[config.mk]
export PLATFORM = sky130hd
export DESIGN_NAME = armc_regs
export DESIGN_NICKNAME = d
export VERILOG_FILES = /design/src/shared/armc_pkg.sv /design/src/core/armc_regs.sv
export SDC_FILE = /design/constraint.sdc
export NUM_CORES = 1
export LEC_CHECK = 0
export BUFFER_PORTS_ARGS = -buffer_cell sky130_fd_sc_hd__buf_2
export CAP_MARGIN = 15
export CORE_ASPECT_RATIO = 0.9
export CORE_MARGIN = 2
export CORE_UTILIZATION = 60
export DETAILED_ROUTE_END_ITERATION = 12
export GPL_TIMING_DRIVEN = 0
export PLACE_DENSITY = 0.92
export SLEW_MARGIN = 20
export SYNTH_ARGS = -nofsm -noshare
export SYNTH_HDL_FRONTEND = slang
export SYNTH_SLANG_ARGS = --single-unit
[constraint.sdc]
create_clock -name mclk -period 10 [get_ports mclk]
set_clock_uncertainty 0.05 [all_clocks]
set_input_delay 0 -clock mclk [delete_from_list [all_inputs] [get_ports mclk]]
set_output_delay 0 -clock mclk [all_outputs]
set_load 0.02 [all_outputs]
[src/shared/armc_pkg.sv]
//==============================================================
// Purpose: Constants and types for the converter register bank
// Assumes: AHB-Lite slave, 32-bit words, one register per word
// Notes: Offsets are byte addresses of aligned words
package armc_pkg;
	// Register word offsets (byte addresses)
	localparam logic [7:0] ARMC_OFF_CMD = 8'h00;
	localparam logic [7:0] ARMC_OFF_STATUS = 8'h04;
	localparam logic [7:0] ARMC_OFF_MODE = 8'h08;
	localparam logic [7:0] ARMC_OFF_CTRL = 8'h0c;
	localparam logic [7:0] ARMC_OFF_PORT = 8'h10;
	localparam logic [7:0] ARMC_OFF_FILT = 8'h14;
	localparam logic [7:0] ARMC_OFF_DATA = 8'h18;
	localparam logic [7:0] ARMC_OFF_ID = 8'h1c;
	localparam logic [7:0] ARMC_OFF_XFER = 8'h20;
	localparam logic [7:0] ARMC_OFF_PHASE = 8'h24;
	// Register select codes in the command word (low nibble)
	localparam logic [3:0] ARMC_SEL_STATUS = 4'h0;
	localparam logic [3:0] ARMC_SEL_MODE = 4'h1;
	localparam logic [3:0] ARMC_SEL_CTRL = 4'h2;
	localparam logic [3:0] ARMC_SEL_FILT = 4'h3;
	localparam logic [3:0] ARMC_SEL_DATA = 4'h4;
	localparam logic [3:0] ARMC_SEL_OFS0 = 4'h5;
	localparam logic [3:0] ARMC_SEL_GAIN0 = 4'h9;
	localparam logic [3:0] ARMC_SEL_PORT = 4'h7;
	localparam logic [3:0] ARMC_SEL_ID = 4'hf;
	localparam logic [3:0] ARMC_SEL_TEST = 4'he;
	// Command word fields
	localparam int ARMC_CMD_RD_BIT = 6;
	// Reset values
	localparam logic [7:0] ARMC_RST_MODE = 8'h00;
	localparam logic [7:0] ARMC_RST_CTRL = 8'h07;
	localparam logic [7:0] ARMC_RST_PORT = 8'h00;
	localparam logic [7:0] ARMC_RST_FILT = 8'h45;
	localparam logic [23:0] ARMC_RST_CAL = 24'h000000;
	// Number of calibration register pairs
	localparam int ARMC_NCAL = 5;
	// Transaction phase of the command protocol
	typedef enum logic {ARMC_WAIT_CMD, ARMC_WAIT_DATA} armc_phase_t;
	// AHB address phase captured for the data phase
	typedef struct packed {
		logic valid;
		logic write;
		logic [7:0] addr;
	} armc_aphase_t;
endpackage : armc_pkg
[src/core/armc_regs.sv]
//==============================================================
// Purpose: Command-driven register bank of a sigma-delta converter
// Assumes: AHB-Lite single word transfers, zero wait states
// Notes: Software writes a command, then moves one word at XFER
// How it works
// [RULE1] Host opens each access with a command; the direct word offsets also serve reads with no command
// [RULE2] Reset leaves block waiting for command
// [RULE3] Status is read only, writes ignored
// [RULE4] Mode register readable and writable
// [RULE5] Channel control register readable and writable
// [RULE6] Port control configures two digital pins
// [RULE7] Filter word sets the update rate
// [RULE8] Data register holds latest result
// [RULE9] Five offset registers, pseudo channels share; code reaches only two (selects 5 and 6)
// [RULE10] Five gain registers, shared the same way
// [RULE11] Host leaves test registers alone
// [RULE12] Read-only identification register
// [RULE13] Set means one, cleared means zero
// [RULE14] Command is eight bit write only
// [RULE15] Filter resets to 45 hex
// [RULE16] After data transfer, wait for command
// [RULE17] Writes to read-only targets are ignored
`timescale 1ns/1ps
`default_nettype none
module armc_regs
	import armc_pkg::*;
#(
	parameter logic [7:0] ID_CODE = 8'h5a // Arbitrary value
) (
	// Clock and reset
	input wire logic mclk,
	input wire logic rst_n,
	// AHB-Lite slave
	input wire logic hsel,
	input wire logic [31:0] haddr,
	input wire logic [1:0] htrans,
	input wire logic hwrite,
	input wire logic [2:0] hsize,
	input wire logic [31:0] hwdata,
	input wire logic hready,
	output logic [31:0] hrdata,
	output logic hreadyout,
	output logic hresp,
	// Converter side
	input wire logic [7:0] conv_status,
	input wire logic [23:0] conv_result,
	output logic [7:0] mode_out,
	output logic [7:0] ctrl_out,
	output logic [7:0] port_out,
	output logic [7:0] update_rate_word
);
	//==========================================================
	// Bus address phase capture
	armc_aphase_t ap_r, ap_nxt; // Pending data phase
	logic [31:0] hrdata_r, hrdata_nxt; // Registered read data
	always_comb begin
		ap_nxt.valid = hsel && hready && htrans[1];
		ap_nxt.write = hwrite;
		ap_nxt.addr = haddr[7:0];
	end
	//==========================================================
	// Register state
	armc_phase_t phase_r, phase_nxt; // Command protocol phase
	logic [7:0] cmd_r, cmd_nxt; // Last accepted command word
	logic [7:0] mode_r, mode_nxt;
	logic [7:0] ctrl_r, ctrl_nxt;
	logic [7:0] port_r, port_nxt;
	logic [7:0] filt_r, filt_nxt;
	logic [7:0] stat_r, stat_nxt; // Synchronised status
	logic [7:0] stat_s1_r; // First synchroniser stage
	logic [23:0] ofs_r [ARMC_NCAL];
	logic [23:0] gain_r [ARMC_NCAL];
	logic [23:0] data_r, data_nxt;
	logic [3:0] sel; // Register selected by the command
	logic cmd_rd; // Command asks for a read
	logic wr_data, wr_cmd, rd_data;
	logic [2:0] cal_idx; // Shared calibration slot
	always_comb begin
		sel = cmd_r[3:0];
		cmd_rd = cmd_r[ARMC_CMD_RD_BIT]; // One means read [RULE13]
		wr_cmd = ap_r.valid && ap_r.write && ap_r.addr == ARMC_OFF_CMD;
		wr_data = ap_r.valid && ap_r.write && ap_r.addr == ARMC_OFF_XFER
			&& phase_r == ARMC_WAIT_DATA && !cmd_rd; // [RULE1]
		rd_data = ap_nxt.valid && !hwrite
			&& haddr[7:0] == ARMC_OFF_XFER
			&& phase_r == ARMC_WAIT_DATA && cmd_rd;
		// Pseudo-differential channels fold onto five gain slots, two offset slots [RULE9]
		cal_idx = (sel >= ARMC_SEL_GAIN0) ?
			3'(sel - ARMC_SEL_GAIN0) : 3'(sel - ARMC_SEL_OFS0);
	end
	//==========================================================
	// Protocol phase and configuration writes
	always_comb begin
		phase_nxt = phase_r;
		cmd_nxt = cmd_r;
		mode_nxt = mode_r;
		ctrl_nxt = ctrl_r;
		port_nxt = port_r;
		filt_nxt = filt_r;
		if (wr_cmd && phase_r == ARMC_WAIT_CMD) begin
			cmd_nxt = hwdata[7:0]; // Eight bit command [RULE14]
			phase_nxt = ARMC_WAIT_DATA;
		end else if (wr_data || rd_data) begin
			phase_nxt = ARMC_WAIT_CMD; // [RULE16]
		end
		if (wr_data) begin
			if (sel == ARMC_SEL_MODE) begin
				mode_nxt = hwdata[7:0]; // [RULE4]
			end else if (sel == ARMC_SEL_CTRL) begin
				ctrl_nxt = hwdata[7:0]; // [RULE5]
			end else if (sel == ARMC_SEL_PORT) begin
				port_nxt = hwdata[7:0] & 8'h33; // [RULE6]
			end else if (sel == ARMC_SEL_FILT) begin
				filt_nxt = hwdata[7:0]; // [RULE7]
			end
			// Status, data and ID fall through [RULE3] [RULE17]
		end
	end
	// Status is captured across two flops, result through one flop
	always_comb begin
		stat_nxt = stat_s1_r;
		data_nxt = conv_result; // [RULE8]
	end
	always_ff @(posedge mclk) begin
		if (!rst_n) begin
			phase_r <= ARMC_WAIT_CMD; // [RULE2]
			cmd_r <= 8'h00;
			mode_r <= ARMC_RST_MODE;
			ctrl_r <= ARMC_RST_CTRL;
			port_r <= ARMC_RST_PORT;
			filt_r <= ARMC_RST_FILT; // [RULE15]
			stat_s1_r <= 8'h00;
			stat_r <= 8'h00;
			data_r <= 24'h000000;
			ap_r <= '0;
			hrdata_r <= 32'h00000000;
		end else begin
			phase_r <= phase_nxt;
			cmd_r <= cmd_nxt;
			mode_r <= mode_nxt;
			ctrl_r <= ctrl_nxt;
			port_r <= port_nxt;
			filt_r <= filt_nxt;
			stat_s1_r <= conv_status;
			stat_r <= stat_nxt;
			data_r <= data_nxt;
			ap_r <= ap_nxt;
			hrdata_r <= hrdata_nxt;
		end
	end
	//==========================================================
	// Calibration banks, one generate entry per slot
	for (genvar i = 0; i < ARMC_NCAL; i++) begin : g_cal
		logic ofs_we, gain_we;
		always_comb begin
			ofs_we = wr_data && sel >= ARMC_SEL_OFS0
				&& sel < ARMC_SEL_PORT && cal_idx == 3'(i);
			gain_we = wr_data && sel >= ARMC_SEL_GAIN0
				&& sel < ARMC_SEL_TEST && cal_idx == 3'(i);
		end
		always_ff @(posedge mclk) begin
			if (!rst_n) begin
				ofs_r[i] <= ARMC_RST_CAL;
				gain_r[i] <= ARMC_RST_CAL;
			end else begin
				if (ofs_we) ofs_r[i] <= hwdata[23:0]; // [RULE9]
				if (gain_we) gain_r[i] <= hwdata[23:0]; // [RULE10]
			end
		end
	end
	//==========================================================
	// Read mux, evaluated in the address phase
	logic [23:0] xfer_val; // Value of the selected register
	always_comb begin
		xfer_val = 24'h000000;
		if (sel == ARMC_SEL_STATUS) begin
			xfer_val = {16'h0000, stat_r};
		end else if (sel == ARMC_SEL_MODE) begin
			xfer_val = {16'h0000, mode_r};
		end else if (sel == ARMC_SEL_CTRL) begin
			xfer_val = {16'h0000, ctrl_r};
		end else if (sel == ARMC_SEL_FILT) begin
			xfer_val = {16'h0000, filt_r};
		end else if (sel == ARMC_SEL_DATA) begin
			xfer_val = data_r;
		end else if (sel == ARMC_SEL_PORT) begin
			xfer_val = {16'h0000, port_r};
		end else if (sel == ARMC_SEL_ID) begin
			xfer_val = {16'h0000, ID_CODE}; // [RULE12]
		end else if (sel >= ARMC_SEL_GAIN0 && sel < ARMC_SEL_TEST) begin
			xfer_val = gain_r[cal_idx];
		end else if (sel >= ARMC_SEL_OFS0 && sel < ARMC_SEL_PORT) begin
			xfer_val = ofs_r[cal_idx];
		end
		// Test slot reads zero; host is expected to leave it [RULE11]
	end
	always_comb begin
		hrdata_nxt = 32'h00000000;
		if (ap_nxt.valid && !hwrite) begin
			if (haddr[7:0] == ARMC_OFF_STATUS) begin
				hrdata_nxt = {24'h000000, stat_r};
			end else if (haddr[7:0] == ARMC_OFF_MODE) begin
				hrdata_nxt = {24'h000000, mode_r};
			end else if (haddr[7:0] == ARMC_OFF_CTRL) begin
				hrdata_nxt = {24'h000000, ctrl_r};
			end else if (haddr[7:0] == ARMC_OFF_PORT) begin
				hrdata_nxt = {24'h000000, port_r};
			end else if (haddr[7:0] == ARMC_OFF_FILT) begin
				hrdata_nxt = {24'h000000, filt_r};
			end else if (haddr[7:0] == ARMC_OFF_DATA) begin
				hrdata_nxt = {8'h00, data_r};
			end else if (haddr[7:0] == ARMC_OFF_ID) begin
				hrdata_nxt = {24'h000000, ID_CODE};
			end else if (haddr[7:0] == ARMC_OFF_XFER && rd_data) begin
				hrdata_nxt = {8'h00, xfer_val};
			end else if (haddr[7:0] == ARMC_OFF_PHASE) begin
				hrdata_nxt = {24'h000000, cmd_r[7:1],
					phase_r == ARMC_WAIT_DATA};
			end
			// Command word is write only and reads zero [RULE14]
		end
	end
	//==========================================================
	// Outputs: zero wait states, always OKAY
	always_comb begin
		hrdata = hrdata_r;
		hreadyout = 1'b1;
		hresp = 1'b0;
		mode_out = mode_r;
		ctrl_out = ctrl_r;
		port_out = port_r;
		update_rate_word = filt_r;
	end
endmodule : armc_regs
`default_nettype wire

==> results of run 1 <==
==> how the worst min path moves through the flow <==
stage | start | endpoint | cells past startpoint
after global routing | conv_result[17] | data_r[17]$_SDFF_PN0_ | 3
after CTS | conv_result[1] | data_r[1]$_SDFF_PN0_ | 3
final | conv_result[1] | data_r[1]$_SDFF_PN0_ | 3
after detailed placement | conv_result[3] | data_r[3]$_SDFF_PN0_ | 2
after floorplan | haddr[0] | ap_r[0]$_SDFF_PN0_ | 1
after global placement | conv_result[16] | data_r[16]$_SDFF_PN0_ | 2
==> worst reg2reg max path, cell delays in order, from the launching register on <==
cell,delay (ns)
dfxtp_1,0.41
clkbuf_1,0.27
buf_2,0.50
buf_1,0.84
inv_1,0.25
ha_1,0.42
clkbuf_1,0.70
clkbuf_1,0.68
mux4_2,0.41
mux2i_1,0.17
o22ai_1,0.22
a22oi_1,0.29
nor2_1,0.10
==> kinds of logic (layout without fill, tap and decap cells) <==
kind of cell               after synthesis  in the layout  synth area share, %
xor gates and xnor gates                 2              2               0.1100
adders and majority gates                6              6               0.4715
DFF                                    348            348                58.65
buffers and inverters                  123            377                4.212
muxes                                  113            113                10.88
other                                    2             14              0.04717
and+or+nand+nor                        513            513                18.44
AOI/OAI and AO/OA                      180            180                7.190
==> cell usage in the layout (no fill, tap or decap), types with 6 or more instances in the layout <==
cell type,n
and2_1,289
edfxtp_1,237
buf_2,130
dfxtp_1,111
nand2_1,76
dlygate4sd3_1,68
mux2i_1,65
nor2_1,60
clkbuf_1,59
a21oi_1,51
mux4_2,48
clkbuf_16,39
o21ai_0,31
o22ai_1,29
buf_6,20
a22oi_1,18
inv_1,16
buf_4,14
conb_1,14
nor2b_1,10
nand3_1,9
nand2_2,8
and3_4,8
o211ai_1,8
nor3_1,7
buf_1,6
nor4_1,6
a31oi_1,6
ha_1,6
==> per-layer routing <==
layer | part of all wire (%) | track usage (%)
met1 | 36 | 46.22
met2 | 46 | 56.77
met3 | 14 | 8.954
met4 | 4.6 | 16.37
met5 | 0 | 0
==> power by group through the flow <==
stage	registers, mW	clock network, mW	logic [mW]
finish	1.59	1.40	0.147
global route	1.59	1.44	0.154
CTS	1.59	1.38	0.142
detailed placement	1.62	0	0.119
global placement	1.62	0	0.113
floorplan	1.61	0	0.0643
==> sequential cells by signal (all words and copies together) (netlist names) <==
name,count
update_rate_word,8
hrdata,24
ctrl_out,8
data_r,24
port_out,4
phase_r,1
cmd_r,8
gain_r,120
mode_out,8
ap_r,10
stat_r,8
stat_nxt,8
ofs_r,117
==> final cells by class <==
type                            count  area share [%]
Buffer                            107           3.216
Clock inverter                     18          0.8896
Inverter                           16          0.3163
Tap cell                          348           2.293
Clock buffer                       46           5.542
Sequential cell                   348           49.19
Timing Repair Buffer              190           6.952
Multi-Input combinational cell    828           31.60
==> results.toml, run 1 <==
[die]
dieWidth_um = 175.7
core_um2 = 26070
die_h_um = 158.5
ioPinCount = 172
start_util_pct = 61.09
rows = 56
die_area_um2 = 27860

[global_route]
grt_pass1_wl_mm = 72.51
grt_overflow = 0
grt_start_max_net_pins = 25
grt.total_usage_pct = 35.51
grt_pass1_vias = 12037
antenna_found_initial = 0

[synth]
synth_area_per_cell_um2 = 12.37
synth_cells = 1287
yosys-top-cells-area = "edfxtp_1, dfxtp_1, and2_1, mux4_2, mux2i_1"
yosysWarnings = 0
synth-seq-area-share_pct = 58.65
syn_area_um2 = 15920
ys_ff_latch = 348
synth.distinct_cells = 67
ys.flop_type = "edfxtp_1"
synth_top_area_share_pct = 44.70
synth_common_cells = "and2_1, edfxtp_1, dfxtp_1, nand2_1, mux2i_1"
synth.most_common_cell = "and2_1"
async_flop_share_pct = 0
synth_top_cell_by_area = "edfxtp_1"
synth_edf_count = 237

[power]
irDropWorstVdd_mv = 0.1068
p_sw_uw = 706.8
seq_power_share_pct = 50.7
p_total_mw = 3.142
p_int_mw = 2.435
clkPwrFrac_pct = 44.6
power_per_cell_area_nw_per_um2 = 165.5
p_comb_share_pct = 4.7
p_leak_nw = 7.156
switching_share_pct = 22.50

[worst_setup_path]
cp.depth = 12
crit_top_cell = "clkbuf_1"
regToRegSetupSlack_ns = 4.53
crit_required_ns = 10.34
end_kind = "flip-flop"
rr_endpoint = "hrdata[10]$_SDFF_PP0_"
reg2reg_from = "cmd_r[0]$_SDFFE_PN0P_"
rr_worst_depth = 12
criticalPathCategory = "reg2reg"
cp_top_family = "buffers and inverters"
cpMaxStageDelayCell = "buf_1"
startpoint_type = "flip-flop"
critPathBufInv = 6
path_max_fanout = 10
crit_chain = "clkbuf_1 > buf_2 > buf_1 > inv_1 > ha_1 > clkbuf_1 > clkbuf_1 > mux4_2 > mux2i_1 > o22ai_1 > a22oi_1 > nor2_1"
max_stage_delay_ns = 0.84
arrival_ns = 5.81
cp-startpoint = "cmd_r[0]$_SDFFE_PN0P_"
endpoint = "hrdata[10]$_SDFF_PP0_"

[final_layout]
multi_input_comb_area_um2 = 6001
layout-area-overhead-vs-synth_pct = 19.24
drive_gt1_share_pct = 19.77
final_cell_area_um2 = 18990
fin_cells = 1901
antennaDiodeCount = 0
nFillCells = 1601
layout.nets = 1639
finish.utilization_pct = 72.84
seqCellArea_um2 = 9339

[place]
place_area_um2 = 17070
globalplace.congestion = 1.004
dp.cells = 1768
hpwl_mm = 31.56
port_buffers = 120
dp_slack_ns = 4.840

[cts]
clk_latency_ns = 0.54
cts_sinks = 348
cts_tree = "built"
cts-root-buf = "clkbuf_16"
htreeDepth = 2
cts_buffers = 36
postCtsSetupBuffers = 0
postCtsHoldBufs = 68
cts_resized = 0
path_clk_slew_ns = 0.07
cts_buffer_depth = 3

[sta]
finalSetupViolations = 0
maxSlewViolCount = 0
rsz0062_at_grt = "no"
max_slew_margin_pct = 17.43
hold_viol_final = 0
post-route-period-util_pct = 54.67
fmaxAchievable_ghz = 0.1829
setup_ws_ns = 4.533
tightest_slew_ns = 1.227
hold_slack_ns = 0.1698
min_period_ns = 5.467
tns_ns = 0

[route]
post_drt_wl_per_cell_um = 26.11
viasPerCell = 6.417
routed_wl_mm = 49.63
drtAntennaViolNets = 0
vias = 12198
drtPass1Iterations = 7
drc = 0
first_iter_violations = 1798

[min_path]
hold_path.class = "in2reg"

[run_status]
outcome = "finished clean"

[job]
maxCapViolCount = 0
(Power assumes the default switching activity.)
==> inputs of run 2 (changes only) <==
--- a/config.mk
+++ b/config.mk
@@ -9,10 +9,10 @@
 export CAP_MARGIN = 15
 export CORE_ASPECT_RATIO = 0.9
 export CORE_MARGIN = 2
-export CORE_UTILIZATION = 60
+export CORE_UTILIZATION = 53
 export DETAILED_ROUTE_END_ITERATION = 12
 export GPL_TIMING_DRIVEN = 0
-export PLACE_DENSITY = 0.92
+export PLACE_DENSITY = 0.87
 export SLEW_MARGIN = 20
 export SYNTH_ARGS = -nofsm -noshare
 export SYNTH_HDL_FRONTEND = slang
==> constraint.sdc (replaced) <==
create_clock -name mclk -period 4.9 [get_ports mclk]
set_clock_uncertainty 0.05 [all_clocks]
set_input_delay 0 -clock mclk [delete_from_list [all_inputs] [get_ports mclk]]
set_output_delay 0 -clock mclk [all_outputs]
set_load 0.02 [all_outputs]
==> results.toml, run 2 (synthesized netlist as in run 1, its figures left out) <==
[final_layout]
reg_top3 = "gain_r: 120 flops, ofs_r: 117 flops"
layout_common_cells = "and2_1, edfxtp_1, buf_2"
antennaDiodeCount = 0
mostFrequentLayoutCell = "and2_1"
largest-register = "gain_r"
layout.nets = 1640
fin_cells = 1958
drive_gt1_share_pct = 19.42
finish.utilization_pct = 63.82
layout-area-overhead-vs-synth_pct = 19.15
largest_reg_flops = 120

[min_path]
hold_start = "conv_result[20]"
hold_path.class = "in2reg"

[worst_setup_path]
crit_chain = "clkbuf_1 > buf_2 > buf_2 > inv_1 > ha_1 > o21ba_2 > a22oi_2 > buf_2 > nand4_1 > nor2_1 > clkbuf_1 > and2_1"
cpMaxStageDelayCell = "buf_2"
cp.depth = 12
crit_top_cell = "buf_2"
cp_top_family = "buffers and inverters"
cp-startpoint = "cmd_r[0]$_SDFFE_PN0P_"
rr_endpoint = "gain_r[4][17]$_SDFFCE_PN0P_"
regToRegSetupSlack_ns = 0.32
critPathBufInv = 6
crit_required_ns = 5.25
endpoint = "gain_r[4][17]$_SDFFCE_PN0P_"
max_stage_delay_ns = 0.47
criticalPathCategory = "reg2reg"
arrival_ns = 4.93
path_max_fanout = 10
reg2reg_from = "cmd_r[0]$_SDFFE_PN0P_"
rr_worst_depth = 12
end_kind = "flip-flop"
startpoint_type = "flip-flop"

[global_route]
grt_pass1_vias = 11599
grt_start_max_net_pins = 25
grt_overflow = 0
antenna_found_initial = 2
grt_pass1_wl_mm = 70.97
grt.total_usage_pct = 29.96

[route]
viasPerCell = 6.042
first_iter_violations = 1666
drtPass1Iterations = 6
vias = 11830
routed_wl_mm = 47.68
drtAntennaViolNets = 0
drc = 0
post_drt_wl_per_cell_um = 24.35

[place]
globalplace.congestion = 0.9537
dp.cells = 1824
port_buffers = 120
hpwl_mm = 31.53

[sta]
min_period_ns = 4.583
fmaxAchievable_ghz = 0.2182
maxSlewViolCount = 0
post-route-period-util_pct = 93.52
tightest_slew_ns = 1.043
finalSetupViolations = 0
hold_viol_final = 0
rsz0062_at_grt = "no"
max_slew_margin_pct = 30.47

[die]
dieWidth_um = 186.7
rows = 60
start_util_pct = 53.56
ioPinCount = 172
die_h_um = 168.4
die_area_um2 = 31450
core_um2 = 29730

[power]
power_per_cell_area_nw_per_um2 = 324.3
p_leak_nw = 7.124
irDropWorstVdd_mv = 0.2317
p_total_mw = 6.153

[cts]
htreeDepth = 2
path_clk_slew_ns = 0.07
clk_latency_ns = 0.53
cts_tree = "built"
cts_sinks = 348
cts-root-buf = "clkbuf_16"
cts_buffer_depth = 3
cts_buffers = 36

[job]
maxCapViolCount = 0

[run_status]
outcome = "finished clean"
run 2: what timing repair did:
| action | in CTS | in global routing |
|---|---|---|
| endpoints found under the setup margin | 48 | 49 |
| hold buffers | 68 | 0 |
| setup buffers | 0 | 1 |
| pin swaps | 0 | 1 |
| gates resized for setup | 2 | 6 |
| endpoints found under the hold margin | 245 | 0 |
run 2: area by class of cell:
class / instances / area (um2)
inverter: 16 / 60.06
sequential: 348 / 9339
clock buffer: 50 / 983.4
buffer: 107 / 614.3
clock inverter: 15 / 113.9
timing repair buffer: 191 / 1356
tap: 403 / 504.2
fill: 2143 / 10760
multi-input combinational: 828 / 6001
run 2: tightest hold or removal path, stage by stage:
cell           delay (ns)
dlygate4sd3_1        0.51
buf_2                0.09
and2_1               0.11
run 2: metal layers:
layer / global-route usage (%) / routed length [um] / vias to the layer above
li1: - / - / 5100
met1: 41.42 / 19080 / 5793
met2: 47.49 / 21920 / 822
met3: 7.129 / 5412 / 113
met4: 8.834 / 1250 / 2
met5: 0 / 13 / -
run 2: worst min path at each step:
stage / to / slack, ns / cells after the start
floorplan: ap_r[0]$_SDFF_PN0_ / 0.07 / 1
global placement: data_r[0]$_SDFF_PN0_ / 0.16 / 2
detailed placement: data_r[18]$_SDFF_PN0_ / 0.16 / 2
CTS: hrdata[2]$_SDFF_PN0_ / 0.15 / 4
global route: data_r[13]$_SDFF_PN0_ / 0.17 / 3
finish: data_r[20]$_SDFF_PN0_ / 0.17 / 3
run 2: per-stage QoR:
step / hold slack [ns] / cell area (um2) / setup slack [ns] / TNS (ns)
4_1_cts: 0.1526 / 18960 / 0.07090 / 0
3_3_place_gp: 0.1577 / 17070 / -1.366 / -57.07
5_1_grt: 0.1741 / 18970 / 0.02897 / 0
3_5_place_dp: 0.1581 / 17170 / -0.1447 / -2.154
6_report: 0.1692 / 18970 / 0.3175 / 0
2_1_floorplan: 0.07171 / 15970 / 0.4147 / 0
run 2: where the power goes:
part           leakage (nW)  internal, mW  total [mW]  switching, mW
clock                 0.540          1.46        2.60           1.14
combinational          3.23         0.120       0.301          0.181
sequential             3.35          3.21        3.25         0.0330
==> inputs of run 3 (changes only) <==
--- a/config.mk
+++ b/config.mk
@@ -7,12 +7,14 @@
 export LEC_CHECK = 0
 export BUFFER_PORTS_ARGS = -buffer_cell sky130_fd_sc_hd__buf_2
 export CAP_MARGIN = 15
+export CELL_PAD_IN_SITES_DETAIL_PLACEMENT = 0
+export CELL_PAD_IN_SITES_GLOBAL_PLACEMENT = 2
 export CORE_ASPECT_RATIO = 0.9
 export CORE_MARGIN = 2
-export CORE_UTILIZATION = 53
+export CORE_UTILIZATION = 36
 export DETAILED_ROUTE_END_ITERATION = 12
 export GPL_TIMING_DRIVEN = 0
-export PLACE_DENSITY = 0.87
+export PLACE_DENSITY = 0.86
 export SLEW_MARGIN = 20
 export SYNTH_ARGS = -nofsm -noshare
 export SYNTH_HDL_FRONTEND = slang
==> results.toml, run 3 (synthesized netlist as in run 1, its figures left out) <==
[die]
core_um2 = 43930
start_util_pct = 36.24
ioPinCount = 172
dieWidth_um = 225.7
rows = 73
die_area_um2 = 45930
die_h_um = 203.5

[cts]
cts_buffers = 39
cts_tree = "built"
cts_buffer_depth = 3
cts_sinks = 348
htreeDepth = 2
path_clk_slew_ns = 0.06
clk_latency_ns = 0.56
cts-root-buf = "clkbuf_16"

[route]
drtPass1Iterations = 7
post_drt_wl_per_cell_um = 22.57
first_iter_violations = 1069
routed_wl_mm = 48.72
vias = 11209
drtAntennaViolNets = 0
drc = 0
viasPerCell = 5.192

[power]
p_leak_nw = 7.171
irDropWorstVdd_mv = 0.1833
power_per_cell_area_nw_per_um2 = 326.4
p_total_mw = 6.307

[global_route]
grt_pass1_wl_mm = 71.75
grt_pass1_vias = 11050
grt_overflow = 0
grt.total_usage_pct = 21.32
grt_start_max_net_pins = 25
antenna_found_initial = 0

[place]
hpwl_mm = 33.54
port_buffers = 120
globalplace.congestion = 0.9197
place_area_um2 = 17420

[sta]
rsz0062_at_grt = "no"
finalSetupViolations = 0
tns_ns = 0
min_period_ns = 4.526
hold_slack_ns = 0.1309
post-route-period-util_pct = 92.36
max_slew_margin_pct = 23.52
maxSlewViolCount = 0
hold_viol_final = 0
fmaxAchievable_ghz = 0.2210
tightest_slew_ns = 1.137

[final_layout]
reg_top3 = "gain_r: 120 flops, ofs_r: 117 flops"
largest_reg_flops = 120
antennaDiodeCount = 0
final_cell_area_um2 = 19320
mostFrequentLayoutCell = "and2_1"
largest-register = "gain_r"
layout_common_cells = "and2_1, edfxtp_1, buf_2"
layout-area-overhead-vs-synth_pct = 21.33
layout.nets = 1642
drive_gt1_share_pct = 20.01

[worst_setup_path]
crit_top_cell = "buf_2"
path_max_fanout = 10
startpoint_type = "flip-flop"
cpMaxStageDelayCell = "buf_2"
crit_required_ns = 5.28
arrival_ns = 4.90
criticalPathCategory = "reg2reg"
max_stage_delay_ns = 0.47
crit_chain = "clkbuf_1 > buf_2 > clkbuf_4 > inv_1 > ha_1 > o21ba_2 > a22oi_2 > buf_2 > buf_2 > mux2i_1 > o22ai_1 > a22oi_1 > nor2_1"
end_kind = "flip-flop"

[run_status]
outcome = "finished clean"

[job]
maxCapViolCount = 0

[min_path]
hold_path.class = "in2reg"
-- run 3: timing repair --
action	4_1_cts	5_1_grt
hold endpoints to repair	244	0
hold buffers	67	0
buffers inserted	0	1
pin swaps	0	1
resized for setup	4	7
setup endpoints to repair	99	94
-- run 3: through the flow --
stage	util [%]	worst slack, ns	std cells
final	43.98	0.3743	2159
after global routing	43.98	0.03538	2159
after CTS	43.93	0.07591	2158
after detailed placement	39.64	-0.4817	2021
after global placement	39.42	-1.616	2019
after floorplan	-	0.4147	1299
-- run 3: per-layer routing --
layer  share of wire, %  GRT usage [%]
met1                 45          30.66
met5                  0              0
met2                 47          33.91
met4                1.7          5.464
met3                7.0          3.083
-- run 3: path summary, 6_finish.rpt --
| path | start | to | slack (ns) | cells past startpoint |
|---|---|---|---|---|
| worst max-delay path | cmd_r[0]$_SDFFE_PN0P_ | hrdata[12]$_SDFF_PP0_ | 0.37 | 13 |
| worst min-delay path | conv_result[19] | data_r[19]$_SDFF_PN0_ | 0.13 | 3 |
| worst max register to register | cmd_r[0]$_SDFFE_PN0P_ | hrdata[12]$_SDFF_PP0_ | 0.37 | 13 |
| worst min register to register | stat_nxt[6]$_SDFF_PN0_ | stat_r[6]$_SDFF_PN0_ | 0.39 | 1 |
-- run 3: where the power goes --
part / total [mW] / internal (mW) / switching (mW)
Combinational: 0.300 / 0.120 / 0.180
Clock: 2.76 / 1.54 / 1.22
Sequential: 3.24 / 3.22 / 0.0280
Total: 6.31 / 4.88 / 1.43
-- run 3: worst max-delay path: cells and delay by family (launching register included) --
family          cells  cell delay, ns
mux                 1            0.31
fa+ha+maj           1            0.28
simple gates        1            0.06
buf+inv             6            2.19
compound gates      4            1.09
flops               1            0.39
-- run 3: area by class of cell --
class	count	area, um2
plain buffers	107	621.8
clock buffers	53	1059
clock inverters	17	142.6
fillers	4081	24610
inverters	16	60.06
multi-input cells	828	6001
flip-flops and latches	348	9339
well taps	600	750.7
repair buffers	190	1346
